`src/hw/cgc_pkg.sv`:
```
/*
  Shared constants of the clock generator control block: register addresses,
  reset values, field positions, option byte encodings and wait lengths.
  Assumes an 8-bit internal register bus with 16-bit addresses.
*/
package cgc_pkg;

  ////////////////////////////////////////////////////////////////////////////
  // Register addresses on the internal bus
  localparam logic [15:0] CGC_ADDR_LOWSPEED_OSC_CONTROL     = 16'hFF58;
  localparam logic [15:0] CGC_ADDR_PERIPHERAL_CLOCK_DIVIDER = 16'hFFF3;
  localparam logic [15:0] CGC_ADDR_STOP_WAKE_WAIT_SELECT    = 16'hFFF4;
  localparam logic [15:0] CGC_ADDR_CPU_CLOCK_DIVIDER        = 16'hFFFB;

  // Reset values
  localparam logic [7:0]  CGC_RST_CPU_CLOCK_DIVIDER        = 8'h02;
  localparam logic [7:0]  CGC_RST_PERIPHERAL_CLOCK_DIVIDER = 8'h02;
  localparam logic [7:0]  CGC_RST_LOWSPEED_OSC_CONTROL     = 8'h00;
  // Stand-in for the undefined reset value of the wait select field
  localparam logic [1:0]  CGC_RST_WAIT_SELECT              = 2'h3;

  // Field positions
  localparam int          CGC_CPU_DIVIDE_BIT     = 1;
  localparam int          CGC_PERIPH_DIVIDE_LOW  = 0;
  localparam int          CGC_LOWSPEED_HALT_BIT  = 0;
  localparam int          CGC_WAIT_SELECT_LOW    = 0;
  localparam logic [7:0]  CGC_FULL_BYTE          = 8'hFF;
  localparam logic [7:0]  CGC_READ_UNMAPPED      = 8'h00;

  // Peripheral divider code and CPU exponent step
  localparam logic [1:0]  CGC_PDIV_PROHIBITED    = 2'h3;
  localparam logic [2:0]  CGC_CPU_EXTRA_EXP      = 3'h2;

  // Option byte encoding of the system clock source
  localparam logic [1:0]  CGC_SRC_ON_CHIP_OSC    = 2'h0;
  localparam logic [1:0]  CGC_SRC_CRYSTAL        = 2'h1;
  localparam logic [1:0]  CGC_SRC_EXTERNAL       = 2'h2;

  // Wait lengths in system source clock periods
  localparam int unsigned CGC_WAIT_CODE0         = 1 << 10;
  localparam int unsigned CGC_WAIT_CODE1         = 1 << 12;
  localparam int unsigned CGC_WAIT_CODE2         = 1 << 15;
  localparam int unsigned CGC_WAIT_CODE3         = 1 << 17;
  localparam int          CGC_WAIT_CNT_W         = 18;

  // Prescaler counter width, covers division by 16
  localparam int          CGC_PRESCALE_W         = 4;

  // Sequencer states
  typedef enum logic [2:0] {
    CGC_ST_BOOT,
    CGC_ST_START,
    CGC_ST_WAIT,
    CGC_ST_RUN,
    CGC_ST_STOP
  } cgc_state_t;

endpackage

```
`src/hw/cgc_prescaler.sv`:
```
/*
  Prescaler: turns the system source clock into clock enables for the
  peripheral clock and the CPU clock, by power-of-two exponents.
  Assumes clk is the system source clock and the exponents are legal.
*/
`timescale 1ns/1ps
module cgc_prescaler
  import cgc_pkg::*;
(
  // Clock and reset
  input  wire logic                      clk,
  input  wire logic                      sys_rst,
  // Control
  input  wire logic                      run,
  input  wire logic [2:0]                cpu_exp,
  input  wire logic [1:0]                periph_exp,
  // Clock enables
  output logic                           cpu_clk_en,
  output logic                           periph_clk_en
);

  typedef struct packed {
    logic [CGC_PRESCALE_W-1:0] cnt;
    logic                      cpu_en;
    logic                      per_en;
  } cgc_pre_state_t;

  cgc_pre_state_t cur_ff;
  cgc_pre_state_t nxt_cur;
  logic [CGC_PRESCALE_W-1:0] cpu_mask;
  logic [CGC_PRESCALE_W-1:0] per_mask;

  ////////////////////////////////////////////////////////////////////////////
  // Masks: one bit per halving, so /1 has an empty mask
  genvar gi;
  generate
    for (gi = 0; gi < CGC_PRESCALE_W; gi++) begin : g_mask
      assign cpu_mask[gi] = (cpu_exp > 3'(gi));
      assign per_mask[gi] = ({1'b0, periph_exp} > 3'(gi));
    end
  endgenerate

  // Enables fire when the masked counter wraps; held low while the clock is stopped
  always_comb begin
    nxt_cur        = cur_ff;
    nxt_cur.cnt    = run ? cur_ff.cnt + 1'b1 : '0;
    nxt_cur.cpu_en = run && ((cur_ff.cnt & cpu_mask) == '0);
    nxt_cur.per_en = run && ((cur_ff.cnt & per_mask) == '0);
  end

  always_ff @(posedge clk or posedge sys_rst) begin
    if (sys_rst) begin
      cur_ff <= '0;
    end else begin
      cur_ff <= nxt_cur;
    end
  end

  assign cpu_clk_en    = cur_ff.cpu_en;
  assign periph_clk_en = cur_ff.per_en;

endmodule

```
`src/hw/cgc_clock_generator_control.sv`:
```
/*
  Clock generator control: the four clock registers, divider selection,
  low-speed oscillator control, stop handling and the oscillation
  stabilization wait after reset release or stop release.
  Assumes clk is the selected system source clock, a single-master internal
  byte bus, and option byte levels that are stable while running.
*/
`timescale 1ns/1ps

// Function
// - Reset loads CPU and peripheral divider registers with 0x02.
// - CPU clock picked by peripheral bits and CPU bit; other combinations prohibited.
// - Peripheral clock is source/2 for value 0x01, source/4 for 0x02.
// - Reset clears low-speed oscillator control, so oscillator runs.
// - Low-speed control bit 0: zero runs the oscillator, one halts it.
// - Option marks oscillator unstoppable: halt bit ignored, oscillator always runs.
// - Unstoppable oscillator forces watchdog clock source to low-speed oscillator.
// - Wait select register undefined after reset; software writes it first.
// - Wait codes 00..11 give 2^10, 2^12, 2^15, 2^17 source periods.
// - Programmed wait applies only with crystal source, only on stop release.
// - On-chip or external clock source: no wait after leaving stop.
// - Wait counting starts only once the oscillator oscillates again.
// - Option byte chooses on-chip, crystal or external clock as source.
// - Wait after power-up or reset release comes from the option byte.
// - Stop halts the high-speed oscillator, crystal, or external clock feed.
module cgc_clock_generator_control
  import cgc_pkg::*;
#(
  parameter int unsigned WAIT_CNT_CODE0 = CGC_WAIT_CODE0,
  parameter int unsigned WAIT_CNT_CODE1 = CGC_WAIT_CODE1,
  parameter int unsigned WAIT_CNT_CODE2 = CGC_WAIT_CODE2,
  parameter int unsigned WAIT_CNT_CODE3 = CGC_WAIT_CODE3
) (
  // Clock and reset
  input  wire logic                      clk,
  input  wire logic                      sys_rst,
  // Internal register bus
  input  wire logic [15:0]               bus_addr,
  input  wire logic                      bus_wr,
  input  wire logic                      bus_rd,
  input  wire logic [7:0]                bus_wdata,
  input  wire logic [7:0]                bus_wmask,
  output logic [7:0]                     bus_rdata_ff,
  output logic                           bus_rvalid_ff,
  // Option byte levels
  input  wire logic [1:0]                opt_clk_src,
  input  wire logic                      opt_lowspeed_locked,
  input  wire logic [1:0]                opt_reset_wait_sel,
  // Stop sequencing
  input  wire logic                      stop_req,
  input  wire logic                      wake_event,
  input  wire logic                      osc_running,
  // Oscillator and clock control
  output logic                           sys_osc_halt_ff,
  output logic                           lowspeed_osc_halt_ff,
  output logic                           wdt_force_lowspeed_ff,
  output logic                           cpu_hold_ff,
  output logic                           div_prohibited_ff,
  output logic                           cpu_clk_en,
  output logic                           periph_clk_en
);

  ////////////////////////////////////////////////////////////////////////////
  // Parameter checks

  // Refused at elaboration: a zero count or one beyond the counter cannot be loaded
  if (WAIT_CNT_CODE0 < 1 || WAIT_CNT_CODE1 < 1 || WAIT_CNT_CODE2 < 1 || WAIT_CNT_CODE3 < 1 ||
      WAIT_CNT_CODE0 > (1 << CGC_WAIT_CNT_W) || WAIT_CNT_CODE1 > (1 << CGC_WAIT_CNT_W) ||
      WAIT_CNT_CODE2 > (1 << CGC_WAIT_CNT_W) || WAIT_CNT_CODE3 > (1 << CGC_WAIT_CNT_W)) begin : g_bad_wait
    $error("wait counts must lie between 1 and the counter range");
  end

  ////////////////////////////////////////////////////////////////////////////
  // State

  typedef struct packed {
    cgc_state_t                st;
    logic [CGC_WAIT_CNT_W-1:0] cnt;
    logic                      cpu_div;
    logic [1:0]                per_div;
    logic                      ls_halt;
    logic [1:0]                wait_sel;
    logic [2:0]                cpu_exp;
    logic [1:0]                per_exp;
    logic                      div_bad;
    logic [7:0]                rdata;
    logic                      rvalid;
    logic                      sys_halt;
    logic                      ls_osc_halt;
    logic                      wdt_force;
    logic                      cpu_hold;
  } cgc_ctl_state_t;

  cgc_ctl_state_t cur_ff;
  cgc_ctl_state_t nxt_cur;

  logic [7:0] rd_val;
  logic [7:0] cpu_reg;
  logic [7:0] per_reg;
  logic [7:0] ls_reg;
  logic [7:0] wait_reg;
  logic [7:0] cpu_wr;
  logic [7:0] per_wr;
  logic [7:0] ls_wr;
  logic       is_crystal;

  ////////////////////////////////////////////////////////////////////////////
  // Register images: implemented bits only, the rest read zero

  always_comb begin
    cpu_reg                         = '0;
    cpu_reg[CGC_CPU_DIVIDE_BIT]     = cur_ff.cpu_div;
    per_reg                         = '0;
    per_reg[CGC_PERIPH_DIVIDE_LOW+:2] = cur_ff.per_div;
    ls_reg                          = '0;
    ls_reg[CGC_LOWSPEED_HALT_BIT]   = cur_ff.ls_halt;
    wait_reg                        = '0;
    wait_reg[CGC_WAIT_SELECT_LOW+:2] = cur_ff.wait_sel;
  end

  // Bit writes merge under the mask, so a single-bit access leaves the rest alone
  assign cpu_wr = (cpu_reg & ~bus_wmask) | (bus_wdata & bus_wmask);
  assign per_wr = (per_reg & ~bus_wmask) | (bus_wdata & bus_wmask);
  assign ls_wr  = (ls_reg  & ~bus_wmask) | (bus_wdata & bus_wmask);

  // Read decode, unmapped addresses answer zero
  always_comb begin
    case (bus_addr)
      CGC_ADDR_CPU_CLOCK_DIVIDER:        rd_val = cpu_reg;
      CGC_ADDR_PERIPHERAL_CLOCK_DIVIDER: rd_val = per_reg;
      CGC_ADDR_LOWSPEED_OSC_CONTROL:     rd_val = ls_reg;
      CGC_ADDR_STOP_WAKE_WAIT_SELECT:    rd_val = wait_reg;
      default:                           rd_val = CGC_READ_UNMAPPED;
    endcase
  end

  assign is_crystal = (opt_clk_src == CGC_SRC_CRYSTAL);

  ////////////////////////////////////////////////////////////////////////////
  // Wait length lookup, loaded as count minus one

  function automatic logic [CGC_WAIT_CNT_W-1:0] wait_load(input logic [1:0] code);
    int unsigned n;
    case (code)
      2'h0:    n = WAIT_CNT_CODE0;
      2'h1:    n = WAIT_CNT_CODE1;
      2'h2:    n = WAIT_CNT_CODE2;
      default: n = WAIT_CNT_CODE3;
    endcase
    return CGC_WAIT_CNT_W'(n - 1);
  endfunction

  ////////////////////////////////////////////////////////////////////////////
  // Next-state logic

  always_comb begin
    nxt_cur        = cur_ff;
    nxt_cur.rvalid = bus_rd;
    nxt_cur.rdata  = bus_rd ? rd_val : CGC_READ_UNMAPPED;

    // Register writes
    if (bus_wr) begin
      case (bus_addr)
        CGC_ADDR_CPU_CLOCK_DIVIDER: begin
          nxt_cur.cpu_div = cpu_wr[CGC_CPU_DIVIDE_BIT];
        end
        CGC_ADDR_PERIPHERAL_CLOCK_DIVIDER: begin
          nxt_cur.per_div = per_wr[CGC_PERIPH_DIVIDE_LOW+:2];
        end
        CGC_ADDR_LOWSPEED_OSC_CONTROL: begin
          nxt_cur.ls_halt = ls_wr[CGC_LOWSPEED_HALT_BIT];
        end
        CGC_ADDR_STOP_WAKE_WAIT_SELECT: begin
          // Partial writes here are dropped: the field only accepts whole bytes
          if (bus_wmask == CGC_FULL_BYTE) begin
            nxt_cur.wait_sel = bus_wdata[CGC_WAIT_SELECT_LOW+:2];
          end
        end
        default: begin
          nxt_cur.rvalid = bus_rd;
        end
      endcase
    end

    // Divider decode; a prohibited setting keeps the last legal ratio running
    if (nxt_cur.per_div == CGC_PDIV_PROHIBITED) begin
      nxt_cur.div_bad = 1'b1;
    end else begin
      nxt_cur.div_bad = 1'b0;
      nxt_cur.per_exp = nxt_cur.per_div;
      nxt_cur.cpu_exp = {1'b0, nxt_cur.per_div} +
                        (nxt_cur.cpu_div ? CGC_CPU_EXTRA_EXP : 3'h0);
    end

    // Low-speed oscillator: a locked option overrides the halt bit
    nxt_cur.ls_osc_halt = nxt_cur.ls_halt && !opt_lowspeed_locked;
    nxt_cur.wdt_force   = opt_lowspeed_locked;

    // Stop and stabilization sequencer
    case (cur_ff.st)
      CGC_ST_BOOT: begin
        // First edge after reset release decides the start path
        if (is_crystal) begin
          nxt_cur.st  = CGC_ST_START;
          nxt_cur.cnt = wait_load(opt_reset_wait_sel);
        end else begin
          nxt_cur.st  = CGC_ST_RUN;
        end
      end
      CGC_ST_START: begin
        // Oscillator startup time is not part of the wait
        if (osc_running) begin
          nxt_cur.st = CGC_ST_WAIT;
        end
      end
      CGC_ST_WAIT: begin
        if (cur_ff.cnt == '0) begin
          nxt_cur.st = CGC_ST_RUN;
        end else begin
          nxt_cur.cnt = cur_ff.cnt - 1'b1;
        end
      end
      CGC_ST_RUN: begin
        if (stop_req) begin
          nxt_cur.st = CGC_ST_STOP;
        end
      end
      CGC_ST_STOP: begin
        // Software is trusted to have picked a wait long enough for its resonator
        if (wake_event) begin
          if (is_crystal) begin
            nxt_cur.st  = CGC_ST_START;
            nxt_cur.cnt = wait_load(cur_ff.wait_sel);
          end else begin
            nxt_cur.st  = CGC_ST_RUN;
          end
        end
      end
      default: begin
        nxt_cur.st = CGC_ST_BOOT;
      end
    endcase

    // Outputs follow the next state so they change with it
    nxt_cur.sys_halt = (nxt_cur.st == CGC_ST_STOP);
    nxt_cur.cpu_hold = (nxt_cur.st != CGC_ST_RUN);
  end

  ////////////////////////////////////////////////////////////////////////////
  // State register

  always_ff @(posedge clk or posedge sys_rst) begin
    if (sys_rst) begin
      cur_ff          <= '0;
      cur_ff.st       <= CGC_ST_BOOT;
      cur_ff.cpu_div  <= CGC_RST_CPU_CLOCK_DIVIDER[CGC_CPU_DIVIDE_BIT];
      cur_ff.per_div  <= CGC_RST_PERIPHERAL_CLOCK_DIVIDER[CGC_PERIPH_DIVIDE_LOW+:2];
      cur_ff.per_exp  <= CGC_RST_PERIPHERAL_CLOCK_DIVIDER[CGC_PERIPH_DIVIDE_LOW+:2];
      cur_ff.cpu_exp  <= {1'b0, CGC_RST_PERIPHERAL_CLOCK_DIVIDER[CGC_PERIPH_DIVIDE_LOW+:2]} +
                         (CGC_RST_CPU_CLOCK_DIVIDER[CGC_CPU_DIVIDE_BIT] ? CGC_CPU_EXTRA_EXP : 3'h0);
      cur_ff.ls_halt  <= CGC_RST_LOWSPEED_OSC_CONTROL[CGC_LOWSPEED_HALT_BIT];
      // Field is undefined to software; hardware still needs a known value
      cur_ff.wait_sel <= CGC_RST_WAIT_SELECT;
      cur_ff.cpu_hold <= 1'b1;
    end else begin
      cur_ff <= nxt_cur;
    end
  end

  ////////////////////////////////////////////////////////////////////////////
  // Prescaler, stopped while the CPU is held

  cgc_prescaler u_prescaler (
    .clk           (clk),
    .sys_rst       (sys_rst),
    .run           (!cur_ff.cpu_hold),
    .cpu_exp       (cur_ff.cpu_exp),
    .periph_exp    (cur_ff.per_exp),
    .cpu_clk_en    (cpu_clk_en),
    .periph_clk_en (periph_clk_en)
  );

  // Outputs other than the clock enables come straight from the state register
  assign bus_rdata_ff          = cur_ff.rdata;
  assign bus_rvalid_ff         = cur_ff.rvalid;
  assign sys_osc_halt_ff       = cur_ff.sys_halt;
  assign lowspeed_osc_halt_ff  = cur_ff.ls_osc_halt;
  assign wdt_force_lowspeed_ff = cur_ff.wdt_force;
  assign cpu_hold_ff           = cur_ff.cpu_hold;
  assign div_prohibited_ff     = cur_ff.div_bad;

endmodule

```
`config.mk`:
```
export PLATFORM = sky130hd
export DESIGN_NAME = cgc_clock_generator_control
export DESIGN_NICKNAME = d
export VERILOG_FILES = /design/src/hw/cgc_pkg.sv /design/src/hw/cgc_prescaler.sv /design/src/hw/cgc_clock_generator_control.sv
export SDC_FILE = /design/constraint.sdc
export NUM_CORES = 1
export LEC_CHECK = 0
export ABC_CLOCK_PERIOD_IN_PS = 2520
export BUFFER_PORTS_ARGS = -buffer_cell sky130_fd_sc_hd__buf_2
export CAP_MARGIN = 20
export CORE_UTILIZATION = 45
export DETAILED_ROUTE_END_ITERATION = 10
export GPL_TIMING_DRIVEN = 0
export PLACE_DENSITY = 0.69
export REMOVE_ABC_BUFFERS = 1
export SETUP_SLACK_MARGIN = 0.15
export SLEW_MARGIN = 20
export SYNTH_ARGS = -nofsm -noshare
export SYNTH_HDL_FRONTEND = slang
export SYNTH_HIERARCHICAL = 1
export SYNTH_SLANG_ARGS = --single-unit
```
`constraint.sdc`:
```
create_clock -name clk -period 2.52 [get_ports clk]
set_input_delay 0.126 -clock clk [delete_from_list [all_inputs] [get_ports clk]]
set_output_delay 0.126 -clock clk [all_outputs]
set_load 0.01 [all_outputs]
```
* Word level (Yosys, flattened, before mapping)
Cells that the tools add are included.
W data, S select, Z words.
** Operators by class
- Reduce and logical (&&, ||, !) cells :: 14
- Add/sub/neg operators :: 5
- Magnitude comparators :: 7
- Equal/unequal tests :: 21
- Mux-type cells :: 28
- Bitwise operators :: 10
** Operator list (number)
- $pmux W18 S3 :: 3
- $mux W18 :: 8
- $eq A16 B16 Y1 const B :: 4
- $sub A18 B1 Y18 const B :: 3
- $mux W21 :: 1
- $logic_not A18 Y1 :: 1
- $pmux W3 S5 :: 1
- $mux W2 :: 5
- $mux W3 :: 3
- $eq A8 B8 Y1 const B :: 1
- $logic_not A4 Y1 :: 2
- $mux W8 :: 1
- $ne A2 B2 Y1 const B :: 4
- $pmux W2 S4 :: 1
- $and A2 B2 Y2 :: 3
- $eq A2 B1 Y1 const B :: 3
- $eq A2 B2 Y1 const B :: 3
- $eq A3 B2 Y1 const B :: 2
- $eq A3 B3 Y1 const B :: 2
- $gt A3 B1 Y1 const B :: 2
- $gt A3 B2 Y1 const B :: 2
- $mux W6 :: 1
- $reduce_and A5 Y1 :: 1
- $add A4 B1 Y4 const B :: 1
- 19 further kinds :: 27
** Storage, ports and cells
- Flip-flop bits (word level) :: 52
- Output and inout port bits :: 16

* Longest topological paths before layout
- Depth after elaboration :: 10
- Depth in mapped cells :: 7
- Gate-level depth less buffers :: 7

* By module
Netlist, hierarchy kept.
** By module, submodules not included
- cgc_clock_generator_control :: times used 1, area an instance 2280.9 µm², cells an instance 237, sequential area each 984.7 µm²
- cgc_prescaler :: times used 1, area an instance 271.5 µm², cells an instance 24, sequential area each 150.1 µm²

* Worst setup path after synthesis
Ideal clock, no wire load.
- Path type :: register to register
- Start :: reg cur_ff[25] (netlist bit)
- End :: reg cur_ff[37] (netlist bit)
- Period minus slack after synthesis :: 2.091 ns
- Buffers on the path :: 0
- Slack :: 0.429 ns
- Arrival time :: 1.966 ns
- Stages on the path, launching flop included :: 6
- Cells stage by stage :: dfrtp_1 nor4_4 nand3_1 o211ai_1 or3b_2 mux2_2
** On the way
- Longest elaborated chain between the ends :: 3
- Elaborated cells on any way between the ends :: 6
- Those cells by class :: add/sub: 1; eq/ne: 1; mux: 2; reduce/logical: 2
** RTL lines
- from (decl) :: line cgc_clock_generator_control.sv:94 : cgc_ctl_state_t cur_ff;
- from (signal assigned) :: line cgc_clock_generator_control.sv:266 : cur_ff <= nxt_cur;
- $sub A18 B1 Y18 or $logic_not A18 Y1 (tied branches) :: line cgc_clock_generator_control.sv:220, cgc_clock_generator_control.sv:217
- $mux W18 or $ne A2 B2 Y1 (tied branches)
- $pmux W18 S3 or $reduce_and A5 Y1 (tied branches)
Parallel ways exist; a longest one is shown, timed or not. The select of a mux whose other input is x is not followed.
A chain may end at the register's enable or synchronous reset.

* Final worst setup path
- Start :: reg cur_ff[43] (netlist bit)
- End :: reg cur_ff[37] (netlist bit)
** On the way
- Longest elaborated chain between the ends :: 3
- Elaborated cells on any way between the ends :: 10
- Those cells by class :: eq/ne: 6; mux: 1; reduce/logical: 3
** RTL lines
- $eq A3 B2 Y1, or another cell as far along :: line cgc_clock_generator_control.sv:200 : case (cur_ff.st)
- $ne A2 B2 Y1 (no source line) or $reduce_bool A3 Y1 (tied branches)
- $reduce_and A5 Y1 (no source line)
Parallel ways exist; a longest one is shown, timed or not.

==> metrics.json <==
{
  "run_status": "complete, no violations",
  "worst_setup_hold_path_clk_slew_ns": 0.09,
  "routed_via_density": 5.52,
  "critical_path.max_fanout": 11,
  "initial_core_util_pct": 46.6,
  "ctsHtreeMaxLevel": 2,
  "core-area_um2": 5470,
  "final-setup-viol-count": 0,
  "sequentialPowerShare_pct": 44.2,
  "fin_nets": 356,
  "finish.utilization_pct": 54.2,
  "synth-seq-cells": 45,
  "mappedNetlistArea_um2": 2550,
  "critical_path_class": "reg -> reg",
  "numPortBuffers": 47,
  "synth_compound_gate_area_share_pct": 21.9,
  "cts_inserted_buffers": 5,
  "power.switching_mw": 0.982,
  "syn_inst": 261,
  "place_hpwl_mm": 3.87,
  "slew_headroom_pct": 51.2,
  "p_comb_share_pct": 37.0,
  "fp.dieArea_um2": 5980,
  "synth_top_family_by_area": "compound AO/OA/AOI/OAI gates",
  "max_ir_drop_vdd_mv": 0.624,
  "die_height_um": 77.3,
  "yosys_most_used_dff": "dfrtp_1",
  "worstMarginPinSlew_ns": 0.731,
  "grt_first_pass_wirelength_mm": 9.25,
  "n_antenna_cell": 0,
  "unique_cell_type_count_in_the_yosys_netlist": 61,
  "async_set_or_reset_register_ratio_after_synthesis_pct": 100,
  "grt_start_max_net_pins": 35,
  "synth_fa_ha_area_share_pct": 1.47,
  "synth_edf_count": 0,
  "syn2layout_area_growth_pct": 16.2,
  "route.detailed.drc": 0,
  "postLayoutCellArea_um2": 2970,
  "critical_path_required_ns": 2.71,
  "post_route_cells_drive_above_1_share_pct": 31.6,
  "grt_pass1_vias": 2025,
  "num_io_pins": 60,
  "dpl_worst_slack_ns": -0.0949,
  "internal-power_mw": 1.49,
  "route.antenna.remaining_nets": 0,
  "routed-via-count": 2107,
  "syn_area_per_cell_um2": 9.78,
  "netlist_top_cells_area": "dfrtp_1 (37%), dfstp_2 (7.2%), o21ai_0 (3.5%)",
  "yosysTopAreaCell": "dfrtp_1",
  "std_cell_rows": 27,
  "root_buffer": "clkbuf_8",
  "regMostFlops": "cur_ff",
  "grtUsageTotal_pct": 19.3,
  "cts_tree": "built",
  "setup_tns_final_ns": 0,
  "detail_route.first_pass.iterations": 4,
  "dpl-instance-area_um2": 2800,
  "routabilityCongestion": 0.901,
  "timing.max_cap.violations": 0,
  "first_iter_violations": 69,
  "timing.critical_path.to_type": "register",
  "finalHoldViolations": 0,
  "synth.yosys.warnings": 6,
  "yosys-mux-area-fraction_pct": 3.48,
  "worstHoldPathType": "in -> reg",
  "power.share.clock_pct": 18.9,
  "leakagePower_nw": 1.29,
  "slew_viol_final": 0,
  "worst_setup_sp_type": "register",
  "crit_arrival_ns": 2.43,
  "xor_and_xnor_fraction_of_the_mapped_netlist_area_pct": 1.03,
  "rsz0062_at_grt": "no",
  "swShare_pct": 39.7,
  "timing.final.ws_setup_ns": 0.275,
  "die-width_um": 77.3,
  "synth_sequential_area_ratio_pct": 44.5,
  "synth.top_cell.area_share_pct": 37.3,
  "cts.sinks": 45,
  "final_critical_delay_including_setup_and_external_delays_ns": 2.24,
  "synthesized_area_fraction_occupied_by_and_or_nand_nor_cells_pct": 21.3,
  "layout_worst_path_cycle_share_pct": 89.1,
  "cts.path.max_buffers": 2,
  "remaining_global_route_overflow": 0,
  "power_density_nw_per_um2": 835,
  "detail_route.wirelength_mm": 5.24,
  "final_routed_wire_length_divided_by_cell_count_um": 13.7,
  "maxClockFrequency_mhz": 445,
  "skew_ns": 0.0115,
  "worst_skew_pair.late_latency_ns": 0.30,
  "largest_reg_flops": 30,
  "number_of_antenna_violations_at_the_first_check_in_global_routing": 0
}
Yosys cell counts (2+ instances only):
| cell | count |
|---|---|
| and2_1 | 5 |
| ha_1 | 3 |
| or3b_2 | 3 |
| and2b_2 | 2 |
| a21oi_1 | 15 |
| o22a_1 | 3 |
| o22ai_1 | 4 |
| dfstp_2 | 7 |
| o21a_1 | 3 |
| nand3_1 | 11 |
| a22o_1 | 3 |
| o41ai_1 | 2 |
| nand2_1 | 20 |
| or4_1 | 2 |
| a22oi_1 | 3 |
| buf_4 | 10 |
| buf_6 | 2 |
| nand4_1 | 8 |
| a21o_2 | 2 |
| inv_1 | 11 |
| or2_2 | 4 |
| o211ai_1 | 4 |
| nand2b_1 | 4 |
| a32oi_1 | 4 |
| nor4_1 | 6 |
| dfrtp_1 | 38 |
| nor2b_1 | 2 |
| o31ai_1 | 6 |
| xor2_1 | 2 |
| mux2_2 | 7 |
| nor2_1 | 9 |
| o21ai_0 | 18 |
| or3_2 | 2 |
| nor3_1 | 6 |
| clkbuf_1 | 4 |
area by class of cell:
| type | instances | area (um^2) |
|---|---|---|
| clock inverters | 3 | 25.0 |
| repair buffers | 53 | 300 |
| fillers | 511 | 2510 |
| clock buffers | 5 | 68.8 |
| well taps | 72 | 90.1 |
| flip-flops and latches | 45 | 1130 |
| inverters | 11 | 41.3 |
| multi-input cells | 193 | 1310 |
kinds of logic after synthesis:
logic type,count (synthesis)
other,1
buffers and inverters,28
flip-flops,45
AND/OR/NAND/NOR,93
AO/OA/AOI/OAI,80
multiplexers,8
adder cells (fa/ha/maj),3
XOR/XNOR,3
cell usage in the layout (no fill, tap or decap), types with 4 or more instances in the layout:
master / n
buf_2: 47
dfrtp_1: 38
nand2_1: 20
o21ai_0: 17
a21oi_1: 15
nand3_1: 11
inv_1: 10
nor2_1: 9
nand4_1: 8
mux2_2: 7
dfstp_2: 7
nor3_1: 6
o31ai_1: 6
conb_1: 6
nor4_1: 5
and2_1: 5
clkbuf_8: 5
or2_2: 4
o211ai_1: 4
a32oi_1: 4
nand2b_1: 4
o22ai_1: 4
per-layer routing:
layer	global-route usage, %	up-vias	wire length, um
met2	32.7	34	2570
li1	-	1056	-
met4	6.04	0	61
met1	24.8	1010	2440
met3	3.45	7	159
met5	0	-	0
what timing repair did:
item                                    4_1_cts  5_1_grt
gates resized for setup                       2        3
hold buffers                                  3        0
pin swaps                                     1        1
setup buffers                                 2        0
endpoints found under the hold margin        41        0
endpoints found under the setup margin        7        7
critical path, cell delays in order (launching register included):
cell	delay, ns
dfrtp_1	0.56
or3b_2	0.57
o21ai_0	0.14
o22ai_1	0.12
or3b_2	0.48
mux2_2	0.27
stage by stage:
stage,hold WS (ns),cells,power (mW)
2_1_floorplan,-0.0830,249,1.72
3_3_place_gp,0.0534,368,1.95
3_5_place_dp,0.0325,369,1.98
4_1_cts,0.0894,382,2.48
5_1_grt,0.0898,382,2.65
6_report,0.0971,382,2.48
final timing paths:
path / to / from / cells past startpoint / slack (ns)
min reg2reg: cur_ff[30] / cur_ff[30] / 1 / 0.51
max in group asynchronous: cur_ff[19] / sys_rst / 4 / 1.79
min in group asynchronous: div_prohibited_ff / sys_rst / 3 / 0.25
min: cur_ff[45] / wake_event / 2 / 0.1
max: cur_ff[37] / cur_ff[43] / 5 / 0.28
max reg2reg: cur_ff[37] / cur_ff[43] / 5 / 0.28
power groups by stage:
stage	clock network [mW]	registers, mW	logic (mW)
CTS	0.482	1.09	0.906
finish	0.467	1.09	0.916
global placement	0	1.09	0.865
global route	0.510	1.12	1.02
detailed placement	0	1.09	0.889
floorplan	0	1.06	0.661
Note: power is estimated with default switching activity, not from simulation.
